## src/rtl/grtc_pkg.sv

```systemverilog
package grtc_pkg;
  localparam int        REG_ADDR_W       = 8;
  localparam int        REG_DATA_W       = 8;
  localparam logic [7:0] GLOBAL_CONTROL_OFS = 8'h00;
  localparam logic [7:0] GLOBAL_CONTROL_RST = 8'h00;
  localparam int        RUN_BIT          = 7;
  localparam int        AUTO_BIT         = 6;
  localparam int        ACT_HI           = 5;
  localparam int        ACT_LO           = 3;
  localparam int        SYNC_DIS_BIT     = 2;
  localparam int        STD_HI           = 1;
  localparam int        STD_LO           = 0;

  typedef enum logic [2:0] {
    ACT_RESET_ALL  = 3'h0,
    ACT_FLYWHEEL   = 3'h1,
    ACT_HOLD_LOCK  = 3'h2,
    ACT_RESET_LOOP = 3'h3,
    ACT_RESET_SM   = 3'h4,
    ACT_BLUE_LOCK  = 3'h5,
    ACT_GRAB       = 3'h6,
    ACT_TOGGLE     = 3'h7
  } grtc_action_type;

  typedef enum logic [1:0] {
    STD_NTSC  = 2'h0,
    STD_RSVD  = 2'h1,
    STD_PAL_M = 2'h2,
    STD_PAL   = 2'h3
  } grtc_std_type;

  // Control lines fed to the decoder core
  typedef struct packed {
    logic sm_reset;
    logic loop_reset;
    logic outputs_hiz;
    logic force_blue;
    logic force_color;
    logic lock_external;
    logic grab_strobe;
  } grtc_ctrl_type;

  typedef struct packed {
    logic hsync;
    logic vsync;
  } grtc_sync_type;
endpackage

```

## src/rtl/grtc_global_control.sv

```systemverilog
// The implementer's own choice: strobed register access.
`timescale 1ns/1ns
// Overview of operation
// - Run bit low resets state machines, disables outputs
// - Run bit high runs machines, drives outputs
// - Auto restart set ignores run bit writes
// - Auto restart, reset pin low clears run
// - Auto restart clear, wait host run write
// - Auto restart re-enables when pin high
// - Bits 5-3 choose trigger pin action
// - Code 000 resets outputs, machines, loop
// - Code 001 forces blue/colour, flywheel
// - Code 010 hi-z outputs, lock external
// - 011 resets loop; 100 resets both
// - Code 101 blue output, lock external
// - Code 110 performs line/pixel grab
// - Code 111 each pulse toggles 010 mode
// - After reset first toggle enters 010
// - Sync disable bit suppresses decoded syncs
// - Bits 1-0 select video standard
module grtc_global_control
  import grtc_pkg::*;
(
  input  wire logic                       clk_in,
  input  wire logic                       sys_rst_in,
  input  wire logic [REG_ADDR_W-1:0]      reg_addr_in,
  input  wire logic [REG_DATA_W-1:0]      reg_wdata_in,
  input  wire logic                       reg_wr_in,
  input  wire logic                       reg_rd_in,
  output logic      [REG_DATA_W-1:0]      reg_rdata_out,
  input  wire logic                       reset_pin_n_in,
  input  wire logic                       trigger_pin_n_in,
  input  wire grtc_pkg::grtc_sync_type    sync_in,
  output grtc_pkg::grtc_sync_type         sync_out,
  output grtc_pkg::grtc_ctrl_type         ctrl_out,
  output grtc_pkg::grtc_std_type          video_standard_select_out
);
  import grtc_pkg::*;

  logic [1:0]          rst_sync_q;
  logic [1:0]          trg_sync_q;
  logic                trg_prev_q;
  logic                soft_run_enable_q;
  logic                pin_reset_auto_restart_q;
  grtc_action_type     action_q;
  logic                sync_output_disable_q;
  grtc_std_type        std_q;
  logic                toggle_q;
  logic                trg_fall;
  logic                trg_low;
  logic                pin_low;
  logic                wr_ctl;
  grtc_ctrl_type       ctrl_d;

  // Read-back word and field casts depend on this packing
  if (RUN_BIT != REG_DATA_W - 1 || AUTO_BIT != RUN_BIT - 1 ||
      ACT_HI != AUTO_BIT - 1 || SYNC_DIS_BIT != ACT_LO - 1) begin : g_upper_chk
    $error("control word upper fields are not packed as expected");
  end
  if (ACT_HI - ACT_LO + 1 != $bits(grtc_action_type) || STD_HI != SYNC_DIS_BIT - 1 ||
      STD_HI - STD_LO + 1 != $bits(grtc_std_type) || STD_LO != 0) begin : g_lower_chk
    $error("control word lower fields are not packed as expected");
  end

  // Second stage only is read; first stage feeds nothing else
  always_ff @(posedge clk_in or posedge sys_rst_in) begin
    if (sys_rst_in) begin
      rst_sync_q <= 2'h0;
      trg_sync_q <= 2'h3;
      trg_prev_q <= 1'b1;
    end else begin
      rst_sync_q <= {rst_sync_q[0], reset_pin_n_in};
      trg_sync_q <= {trg_sync_q[0], trigger_pin_n_in};
      trg_prev_q <= trg_sync_q[1];
    end
  end

  assign pin_low  = ~rst_sync_q[1];
  assign trg_low  = ~trg_sync_q[1];
  assign trg_fall = trg_prev_q & ~trg_sync_q[1];
  assign wr_ctl   = reg_wr_in && (reg_addr_in == GLOBAL_CONTROL_OFS);

  // Run bit: pin control wins over host while auto restart is set
  always_ff @(posedge clk_in or posedge sys_rst_in) begin
    if (sys_rst_in) begin
      soft_run_enable_q <= GLOBAL_CONTROL_RST[RUN_BIT];
    end else if (pin_reset_auto_restart_q) begin
      soft_run_enable_q <= ~pin_low;
    end else if (wr_ctl) begin
      soft_run_enable_q <= reg_wdata_in[RUN_BIT];
    end
  end

  always_ff @(posedge clk_in or posedge sys_rst_in) begin
    if (sys_rst_in) begin
      pin_reset_auto_restart_q <= GLOBAL_CONTROL_RST[AUTO_BIT];
      action_q                 <= ACT_RESET_ALL;
      sync_output_disable_q    <= GLOBAL_CONTROL_RST[SYNC_DIS_BIT];
      std_q                    <= STD_NTSC;
    end else if (wr_ctl) begin
      pin_reset_auto_restart_q <= reg_wdata_in[AUTO_BIT];
      action_q                 <= grtc_action_type'(reg_wdata_in[ACT_HI:ACT_LO]);
      sync_output_disable_q    <= reg_wdata_in[SYNC_DIS_BIT];
      std_q                    <= grtc_std_type'(reg_wdata_in[STD_HI:STD_LO]);
    end
  end

  // Toggle state cleared by any reset so first pulse enters hold mode
  always_ff @(posedge clk_in or posedge sys_rst_in) begin
    if (sys_rst_in) begin
      toggle_q <= 1'b0;
    end else if (!soft_run_enable_q) begin
      toggle_q <= 1'b0;
    end else if (action_q == ACT_TOGGLE && trg_fall) begin
      toggle_q <= ~toggle_q;
    end
  end

  always_comb begin
    ctrl_d = '0;
    if (!soft_run_enable_q) begin
      ctrl_d.sm_reset    = 1'b1;
      ctrl_d.outputs_hiz = 1'b1;
    end else begin
      case (action_q)
        ACT_RESET_ALL: begin
          ctrl_d.outputs_hiz = trg_low;
          ctrl_d.sm_reset    = trg_low;
          ctrl_d.loop_reset  = trg_low;
        end
        ACT_FLYWHEEL: begin
          ctrl_d.force_blue  = trg_low;
          ctrl_d.force_color = trg_low;
        end
        ACT_HOLD_LOCK: begin
          ctrl_d.outputs_hiz   = trg_low;
          ctrl_d.lock_external = trg_low;
        end
        ACT_RESET_LOOP: begin
          ctrl_d.loop_reset = trg_low;
        end
        ACT_RESET_SM: begin
          ctrl_d.sm_reset   = trg_low;
          ctrl_d.loop_reset = trg_low;
        end
        ACT_BLUE_LOCK: begin
          ctrl_d.force_blue    = trg_low;
          ctrl_d.lock_external = trg_low;
        end
        ACT_GRAB: begin
          ctrl_d.grab_strobe = trg_fall;
        end
        ACT_TOGGLE: begin
          ctrl_d.outputs_hiz   = toggle_q;
          ctrl_d.lock_external = toggle_q;
        end
        default: ctrl_d = '0;
      endcase
    end
  end

  always_ff @(posedge clk_in or posedge sys_rst_in) begin
    if (sys_rst_in) begin
      ctrl_out <= '{sm_reset: 1'b1, outputs_hiz: 1'b1, default: 1'b0};
    end else begin
      ctrl_out <= ctrl_d;
    end
  end

  // Syncs suppressed while disabled or while the run bit is low
  always_ff @(posedge clk_in or posedge sys_rst_in) begin
    if (sys_rst_in) begin
      sync_out <= '0;
    end else if (sync_output_disable_q || !soft_run_enable_q) begin
      sync_out <= '0;
    end else begin
      sync_out <= sync_in;
    end
  end

  always_ff @(posedge clk_in or posedge sys_rst_in) begin
    if (sys_rst_in) begin
      video_standard_select_out <= STD_NTSC;
    end else begin
      video_standard_select_out <= std_q;
    end
  end

  always_ff @(posedge clk_in or posedge sys_rst_in) begin
    if (sys_rst_in) begin
      reg_rdata_out <= '0;
    end else if (reg_rd_in && reg_addr_in == GLOBAL_CONTROL_OFS) begin
      reg_rdata_out <= {soft_run_enable_q, pin_reset_auto_restart_q, action_q,
                        sync_output_disable_q, std_q};
    end else begin
      reg_rdata_out <= '0;
    end
  end
endmodule

```

## config.mk

```make
export PLATFORM = sky130hd
export DESIGN_NAME = grtc_global_control
export DESIGN_NICKNAME = d
export VERILOG_FILES = /design/src/rtl/grtc_pkg.sv /design/src/rtl/grtc_global_control.sv
export SDC_FILE = /design/constraint.sdc
export NUM_CORES = 1
export LEC_CHECK = 0
export ABC_CLOCK_PERIOD_IN_PS = 3300
export BUFFER_PORTS_ARGS = -buffer_cell sky130_fd_sc_hd__buf_4
export CORE_ASPECT_RATIO = 1.75
export CORE_MARGIN = 4
export CORE_UTILIZATION = 51
export DETAILED_ROUTE_END_ITERATION = 6
export PLACE_DENSITY = 0.78
export SLEW_MARGIN = 0
export SYNTH_ARGS = -nofsm -noshare
export SYNTH_HDL_FRONTEND = slang
export SYNTH_SLANG_ARGS = --single-unit
```

## constraint.sdc

```tcl
create_clock -name clk_in -period 3.3 [get_ports clk_in]
set_clock_uncertainty 0.1 [all_clocks]
set_input_delay 0.495 -clock clk_in [delete_from_list [all_inputs] [get_ports clk_in]]
set_output_delay 0.495 -clock clk_in [all_outputs]
set_load 0.02 [all_outputs]
```

* Word level (Yosys, flattened, before mapping)
Cells that the tools add are included.
** Word-level totals
- Register bits after elaboration :: 33
- Bits of input ports :: 24
- Output and inout bits :: 19
** Operators by class
- Equality and inequality tests :: 8
- Multiplexer cells :: 17
- Bitwise gates (word level) :: 3
- Reduce and logical (&&, ||, !) cells :: 13
** Operator list (count)
- 3-bit == test, second input constant :: 4
- 1-bit two-way mux :: 12
- 8-bit zero test :: 1
- 8-bit two-way mux :: 1
- 2-bit OR reduction :: 4
- 3-bit by 2-bit == test with 1-bit output, second input constant :: 2
- 4-bit two-way mux :: 1
- 1-bit one-hot mux with 2 select lines :: 2
- 3-bit by 1-bit == test with 1-bit output, second input constant :: 1
- 1-bit logical AND :: 3
- 3-bit zero test :: 1
- 3-bit OR reduction :: 1
- 2-bit two-way mux :: 1
- 2-bit by 1-bit inequality test with 1-bit output, second input constant :: 1
- 1-bit NOT :: 2
- 2-bit nonzero test :: 1
- 1-bit AND :: 1
- 1-bit zero test :: 1
- 1-bit logical OR :: 1

* Longest topological paths before layout
Gate-level depths: netlist (run 1).
- Depth after elaboration :: 5
- Depth in mapped cells :: 4

* Least setup slack after synthesis (run 1)
OpenSTA, ideal clock, no wires.
- Kind :: input-to-reg
- Start :: input reg_addr_in[5]
- End :: register action_q[0]
- Library setup time :: 125 ps
- Arrival time :: 1384 ps
- Path slack :: 1692 ps
- Cell stages on the path :: 3
- Path buffers :: 0
- Cell sequence :: nor4_2 -> nand3_2 -> mux2_2
** On the way
- Longest elaborated chain between the ends :: 2
** Ends and longest elaborated chain
- start: declaration :: line grtc_global_control.sv:26 : input wire logic [REG_ADDR_W-1:0] reg_addr_in,
- 8-bit zero test :: line grtc_global_control.sv:81 : assign wr_ctl = reg_wr_in && (reg_addr_in == GLOBAL_CONTROL_OFS);
- 1-bit logical AND :: line grtc_global_control.sv:81
- end signal: assignment :: line grtc_global_control.sv:102 : action_q <= grtc_action_type'(reg_wdata_in[ACT_HI:ACT_LO]);
- end: declaration :: line grtc_global_control.sv:45 : grtc_action_type action_q;
Every way passes these cells.
A chain may end at the register's enable or synchronous reset.

* Final worst setup path (run 1)
- Start :: input reg_addr_in[5]
- End :: register action_q[1]
Same word-level chain as after synthesis.

==> results.md, run 1 <==
| Item | Reported | Unit |
|---|---|---|
| Maximum number of pins on one net before global-route repair | 34 | - |
| Clock latency of the later-clocked register in the worst-skew pair | 0.28 | ns |
| DR vias | 817 | - |
| Required time of the worst setup path | 3.36 | ns |
| Highest attainable clock frequency | 647 | MHz |
| Finish-stage setup viols | 0 | - |
| Number of instances in the synthesized netlist | 86 | - |
| Gr ovfl total | 0 | - |
| Maximum VDD drop | 0.000397 | V |
| Total power divided by cell area | 506 | nW/um^2 |
| Root Buffer Master | clkbuf_8 | - |
| Crit. End Element | register | - |
| Die Height | 72.4 | um |
| Share of synthesized cell area in and, or, nand and nor gates | 17.3 | % |
| Filler Cells Inserted | 161 | - |
| Final TNS setup | 0 | ns |
| Routed length on met1 | 814 | um |
| Tmin final | 1.55 | ns |
| Sum of net half-perimeters after detailed placement | 1780 | um |
| Part of the Yosys area used for sequential elements | 68.8 | % |
| CTS hold repair buffers | 0 | - |
| Cell Count Post-Placement | 150 | - |
| Top layer used by detailed routing | met4 | - |
| Synthesis-to-layout area growth | 38.1 | % |
| Detailed Route Iter0 Violations | 12 | - |
| Post-route antenna net violation count | 0 | - |
| Average detailed-routed wire length per instance | 14.7 | um |
| Clock sink total | 33 | - |
| Initial cell density of the core | 53.2 | % |
| Post-synthesis adder-cell area fraction | 0 | % |
| Outcome | finished, final reports clean | - |
| Actual slew at the worst max-slew pin | 0.420 | ns |
| Proportion of synthesized area in mux cells | 6.52 | % |
| Via count of the first global-routing pass | 861 | - |
| I/O Pins | 43 | - |
| Largest family of logic cells by synthesized area | simple AND/OR/NAND/NOR gates | - |
| Proportion of netlist area held by the largest area contributor | 58.0 | % |
| Total wirelength of the detailed-routed design | 2340 | um |
| Count of buffers from port buffering | 42 | - |
| Core Region | 2270 | sq um |
| Worst endpoint data arrival time | 1.61 | ns |
| Maximum level of the CTS H-tree | 2 | - |
| DRC errors left | 0 | - |
| Inserted Diodes | 0 | - |
| Post-layout net count | 157 | - |
| Fraction of final layout cells sized beyond drive strength 1 | 53.0 | % |
| Synth area leader | dfrtp_1 | - |
| Setup bufs post-CTS | 0 | - |
| Synthesized netlist net count | 110 | - |
| TritonRoute pass-1 iters | 3 | - |
| Slew HR | 71.9 | % |
| Flip-flop and latch count after synthesis | 33 | - |
| Post-synth design cell area | 1210 | sq um |
| Resized Gates After CTS | 0 | - |
| Number of max-slew violations in the final report | 0 | - |
| Crit start category | input pin | - |
| Path category of the worst min-delay check | input pin to asynchronous set/reset pin | - |
| Site row count | 23 | - |
| Top cells by area in the synthesized netlist | dfrtp_1, dfstp_2, mux2_2 | - |
| Total Routing Usage GR | 17.8 | % |
| Share of the clock period used by the worst path | 46.8 | % |
| Met3 routed WL | 166 | um |
| Maximum clock path buffer count | 2 | - |
| Slowest Stage Delay on Critical Path | 0.40 | ns |
| Count of warnings emitted by yosys | 0 | - |
| Die Outline Area | 3240 | sq um |
| Crit path cell chain | buf_4 > nor4_2 > nand3_2 > mux2_2 | - |
| Path type of the worst setup path | input pin to register | - |
| Setup repair after global routing missed its margin | no | - |
| Worst reg2reg path endpoint | toggle_q | - |
| CTS tree | done | - |
| Fin cells | 159 | - |
| First-pass GRT wire length | 3990 | um |
| Largest fanout on the critical path | 7 | - |
| Max cap viols | 0 | - |
| Number of unique standard cell types used by synthesis | 26 | - |
| Worst Reg2Reg Path Length in Cells | 3 | - |
| Clk slew on worst S/H paths | 0.06 | ns |
| Number of buffers added by the clock tree synthesis step | 5 | - |
| GPL Wtd Cong | 0.706 | - |
| Die width | 44.8 | um |
| Setup slack of the worst register-to-register path | 1.84 | ns |
| Met2 WL post-DR | 1310 | um |
| Average cell area after synthesis | 14.1 | sq um |
| Final hold viol count | 0 | - |
| Routed vias/inst | 5.14 | - |
| Share of the synthesized netlist area taken by xor and xnor gates | 0 | % |
| Leak | 0.842 | nW |
| Compound-gate portion of the synthesized area | 5.49 | % |
| Library cell contributing the largest single delay on the critical path | nor4_2 | - |
| RR Startpoint | action_q[2] | - |
| Initial antenna violation count | 0 | - |
## state kept, by name (all words and copies together) (netlist names), 2 cells and up
signal,cells
reg_rdata_out,8
std_q,2
trg_sync_q,2
video_standard_select_out,2
sync_out,2
ctrl_out,7
rst_sync_q,2
action_q,3
## layer usage
| metal | global-route usage [%] | up-vias |
|---|---|---|
| met3 | 7.94 | 4 |
| met2 | 29.1 | 30 |
| met5 | 0 | - |
| met1 | 18.8 | 391 |
| li1 | - | 392 |
| met4 | 8.79 | 0 |
## where the power goes
part	internal, mW	switching, mW	leakage (nW)	total [mW]
clock	0.188	0.137	0.0542	0.325
sequential	0.426	0.0122	0.426	0.438
combinational	0.0443	0.0378	0.362	0.0821
total	0.658	0.187	0.842	0.845
## critical path: cells and delay by family
family	cells	cell delay (ns)
and+or+nand+nor	2	0.67
muxes	1	0.33
buffers and inverters	1	0.11
## cell type report
class,instances,area (sq um),area share (%)
Clock buffer,7,96.3,5.77
Clock inverter,1,5.00,0.300
Inverter,2,7.51,0.450
Multi-Input combinational cell,48,354,21.2
Sequential cell,33,832,49.9
Tap cell,25,31.3,1.87
Timing Repair Buffer,43,343,20.5
## cell families after synthesis
logic type,after synthesis
compound gates,9
buf+inv,5
flops,33
mux,7
simple gates,32
## placed cells by master, fill, tap and decap left out, types with 3 or more instances in the layout
| master | netlist | layout |
|---|---|---|
| a21oi_1 | 3 | 3 |
| and2_1 | 8 | 8 |
| buf_4 | 0 | 42 |
| clkbuf_8 | 0 | 7 |
| dfrtp_1 | 28 | 28 |
| dfstp_2 | 5 | 5 |
| mux2_2 | 7 | 7 |
| nand2_1 | 4 | 4 |
| nor3b_1 | 3 | 3 |
## stage by stage
stage                     area, sq um  setup WS (ns)  hold WS [ns]  utilization (%)  power (mW)
after floorplan                  1210           1.69         0.231                -       0.480
after global placement           1540           1.50         0.238             67.7       0.520
after detailed placement         1540           1.45         0.237             67.7       0.524
after CTS                        1640           1.75         0.203             72.2       0.854
after global routing             1670           1.68         0.123             73.4       0.887
final                            1670           1.75         0.103             73.4       0.845
## synth_stat cells
| library cell | count |
|---|---|
| a211o_2 | 1 |
| a21oi_1 | 3 |
| and2_1 | 8 |
| and3_2 | 1 |
| buf_2 | 3 |
| dfrtp_1 | 28 |
| dfstp_2 | 5 |
| inv_1 | 2 |
| mux2_2 | 7 |
| nand2_1 | 4 |
| nand3_1 | 1 |
| nand3_2 | 1 |
| nand4_1 | 2 |
| nor2_1 | 2 |
| nor2b_1 | 2 |
| nor3_1 | 2 |
| nor3b_1 | 3 |
| nor4_2 | 2 |
| nor4b_1 | 1 |
| o21a_1 | 1 |
| o21ba_2 | 1 |
| o311ai_0 | 1 |
| o31ai_1 | 2 |
| or2_2 | 1 |
| or3b_2 | 1 |
| or4_1 | 1 |
## worst max path at each step
stage	from	end
after floorplan	reg_addr_in[5]	action_q[0]
after global placement	reg_addr_in[5]	action_q[1]
after detailed placement	reg_addr_in[5]	action_q[1]
after CTS	reg_addr_in[5]	action_q[1]
after global routing	reg_addr_in[5]	action_q[1]
final	reg_addr_in[5]	action_q[1]
No activity file was read; power rests on OpenSTA's default activity.
==> run 2: changes to the inputs <==
- ABC_CLOCK_PERIOD_IN_PS: 3300 -> 1300
- CORE_UTILIZATION: 51 -> 43
- PLACE_DENSITY: 0.78 -> 0.69
- clock period: 3.3 -> 1.3 ns (I/O delays scaled with it)
==> results.md, run 2 (synthesis gave the netlist of run 1 again) <==
| Item | Reported | Unit | Change |
|---|---|---|---|
| Clock group share of total power | 34.5 | % | -3.9 points |
| Core Region | 2690 | sq um | +18% |
| Clock latency of the later-clocked register in the worst-skew pair | 0.28 | ns | about the same |
| Worst Reg2Reg Path Length in Cells | 3 | - | unchanged |
| Filler Cells Inserted | 224 | - | +39% |
| Number of flip-flops under the largest register name | 8 | - | unchanged |
| Worst path bufs/invs | 0 | - | -1 |
| Initial antenna violation count | 0 | - | unchanged |
| Global Route met2 Usage | 26.0 | % | -3.1 points |
| Crit path cell chain | nand2_2 > or4_1 > a21oi_1 | - |  |
| Via count of the first global-routing pass | 907 | - | +5.3% |
| Actual slew at the worst max-slew pin | 0.334 | ns | -0.0865 ns |
| Die width | 48.1 | um | +7.3% |
| Total power divided by cell area | 1170 | nW/um^2 | +130% |
| Max cap viols | 0 | - | unchanged |
| Sequential cell fraction of total power | 53.6 | % | +1.8 points |
| Inserted Diodes | 0 | - | unchanged |
| Most frequent cells in the layout | buf_4, dfrtp_1, and2_1 | - |  |
| Largest fanout on the critical path | 7 | - | unchanged |
| Gr ovfl total | 0 | - | unchanged |
| Worst endpoint data arrival time | 1.39 | ns | -0.22 ns |
| DR vias | 898 | - | +9.9% |
| Met3 Use GR | 5.73 | % | -2.2 points |
| Setup repair after global routing missed its margin | yes | - |  |
| Most Crowded Layer GR | met2 | - |  |
| DRC errors left | 0 | - | unchanged |
| Leak | 0.895 | nW | +6.3% |
| Cell depth of the worst setup path | 3 | - | -1 |
| Reported net switching power | 0.474 | mW | +150% |
| Setup slack of the worst register-to-register path | 0.02 | ns | -1.82 ns |
| Outcome | finished, final reports clean | - |  |
| Total Routing Usage GR | 15.5 | % | -2.3 points |
| Number of buffers added by the clock tree synthesis step | 5 | - | unchanged |
| TritonRoute pass-1 iters | 4 | - | +1 |
| Maximum VDD drop | 0.000763 | V | +92% |
| Die Outline Area | 3760 | sq um | +16% |
| Average detailed-routed wire length per instance | 14.3 | um | -3.2% |
| Fraction of final layout cells sized beyond drive strength 1 | 55.8 | % | +2.8 points |
| Library cell contributing the largest single delay on the critical path | or4_1 | - |  |
| Launching element of the worst setup path | action_q[1] | - |  |
| Share of the clock period used by the worst path | 98.5 | % |  |
| Number of max-slew violations in the final report | 0 | - | unchanged |
| Path type of the worst setup path | register to register | - |  |
| Synthesis-to-layout area growth | 46.1 | % |  |
| Combinational cell fraction of total power | 11.8 | % | +2.1 points |
| Capturing element of the worst setup path | toggle_q | - |  |
| Switching share of power | 23.0 | % | +0.91 points |
| Post-place setup slack | -0.137 | ns | -1.58 ns |
| Routed vias/inst | 5.16 | - | +0.44% |
| Total wirelength of the detailed-routed design | 2480 | um | +6.0% |
| Family of cells with the greatest summed delay on the critical path | simple AND/OR/NAND/NOR gates | - |  |
| Final hold viol count | 0 | - | unchanged |
| Clk slew on worst S/H paths | 0.06 | ns | about the same |
| Post-layout net count | 170 | - | +8.3% |
| GPL Wtd Cong | 0.678 | - | -4.0% |
| GR Util met1 | 14.8 | % | -4.1 points |
| Finish-stage setup viols | 0 | - | unchanged |
| CTS tree | done | - |  |
| Required time of the worst setup path | 1.41 | ns | -1.95 ns |
| Path category of the worst min-delay check | input pin to register | - |  |
| Total power after layout | 2.06 | mW | +140% |
| Clock sink total | 33 | - | unchanged |
| Crit start category | register | - |  |
| Post-route antenna net violation count | 0 | - | unchanged |
| Detailed Route Iter0 Violations | 18 | - | +6 |
| Maximum clock path buffer count | 2 | - | unchanged |
| Slowest Stage Delay on Critical Path | 0.48 | ns | +0.08 ns |
| First-pass GRT wire length | 4040 | um | +1.4% |
| Biggest regs | reg_rdata_out x8, ctrl_out x7, action_q x3 | - |  |
| Die Height | 78.1 | um | +7.9% |
| Highest attainable clock frequency | 781 | MHz |  |
| I/O Pins | 43 | - | unchanged |
| Fin worst setup slack | 0.0189 | ns | -1.74 ns |
| Root Buffer Master | clkbuf_8 | - |  |
| Sum of net half-perimeters after detailed placement | 1910 | um | +7.2% |
| Count of buffers from port buffering | 42 | - | unchanged |
| Int Pwr | 1.59 | mW | +140% |
| Site row count | 25 | - | +8.7% |
| Tmin final | 1.28 | ns |  |
| Most common cell after layout, fill and taps aside | buf_4 | - |  |
| Maximum level of the CTS H-tree | 2 | - | unchanged |
| Final TNS setup | 0 | ns | unchanged |
| Worst reg2reg path endpoint | toggle_q | - |  |
| Maximum number of pins on one net before global-route repair | 34 | - | unchanged |
| Register name with the most flops | reg_rdata_out | - |  |
| Crit. End Element | register | - |  |
| Initial cell density of the core | 44.9 | % | -8.2 points |
| Slew HR | 77.4 | % | +5.5 points |
| Share of the core filled with cells | 65.6 | % | -7.8 points |
| RR Startpoint | action_q[1] | - |  |
==> run 2: cell count changes in the layout (fill, tap and decap cells not counted), sizes merged <==
| cell | before | now |
|---|---|---|
| buf | 43 | 53 |
| dlygate4sd3 | 0 | 3 |
| clkbuf | 7 | 6 |
| clkinv | 1 | 2 |
==> run 2: cell type report <==
class | instances | area, sq um | area share, %
flip-flops and latches | 33 | 833 | 47.2
multi-input cells | 48 | 368 | 20.8
clock buffers | 6 | 72.6 | 4.11
repair buffers | 56 | 440 | 24.9
clock inverters | 2 | 10.0 | 0.567
inverters | 2 | 7.51 | 0.425
well taps | 27 | 33.8 | 1.91
==> run 2: what timing repair did <==
action / CTS / global route
gates resized for setup: 2 / 0
setup buffers: 2 / 0
endpoints found under the setup margin: 1 / 2
hold buffers: 3 / 0
pin swaps: 2 / 1
endpoints found under the hold margin: 30 / 0
==> run 2: how the worst min path moves through the flow <==
stage | from | to | slack (ns) | depth (start not counted)
6_report | reg_wdata_in[3] | action_q[0] | 0.05 | 2
5_1_grt | reg_wdata_in[3] | action_q[0] | 0.03 | 2
4_1_cts | reg_wdata_in[3] | action_q[0] | 0.04 | 2
3_5_place_dp | sys_rst_in | reg_rdata_out[2] | 0.16 | 3
3_3_place_gp | sys_rst_in | sync_out[1] | 0.15 | 3
2_1_floorplan | trigger_pin_n_in | trg_sync_q[0] | 0.1 | 0
==> run 2: metal layers <==
metal,vias up,wire length [um]
met2,34,1410
met4,0,85
met1,437,788
met3,11,201
li1,416,-
met5,-,0
==> run 2: power groups by stage <==
stage	Combinational [mW]	Sequential, mW	Clock [mW]
6_report	0.244	1.10	0.711
5_1_grt	0.264	1.11	0.788
2_1_floorplan	0.0747	1.15	0
3_3_place_gp	0.231	1.12	0
3_5_place_dp	0.235	1.12	0
4_1_cts	0.248	1.11	0.742
==> run 2: per-stage QoR <==
| step | hold WS (ns) | cells | cell area [sq um] |
|---|---|---|---|
| final | 0.0450 | 174 | 1770 |
| after global routing | 0.0297 | 174 | 1770 |
| after CTS | 0.0353 | 174 | 1770 |
| after detailed placement | 0.156 | 161 | 1630 |
| after global placement | 0.152 | 161 | 1630 |
| after floorplan | 0.0995 | 86 | 1220 |
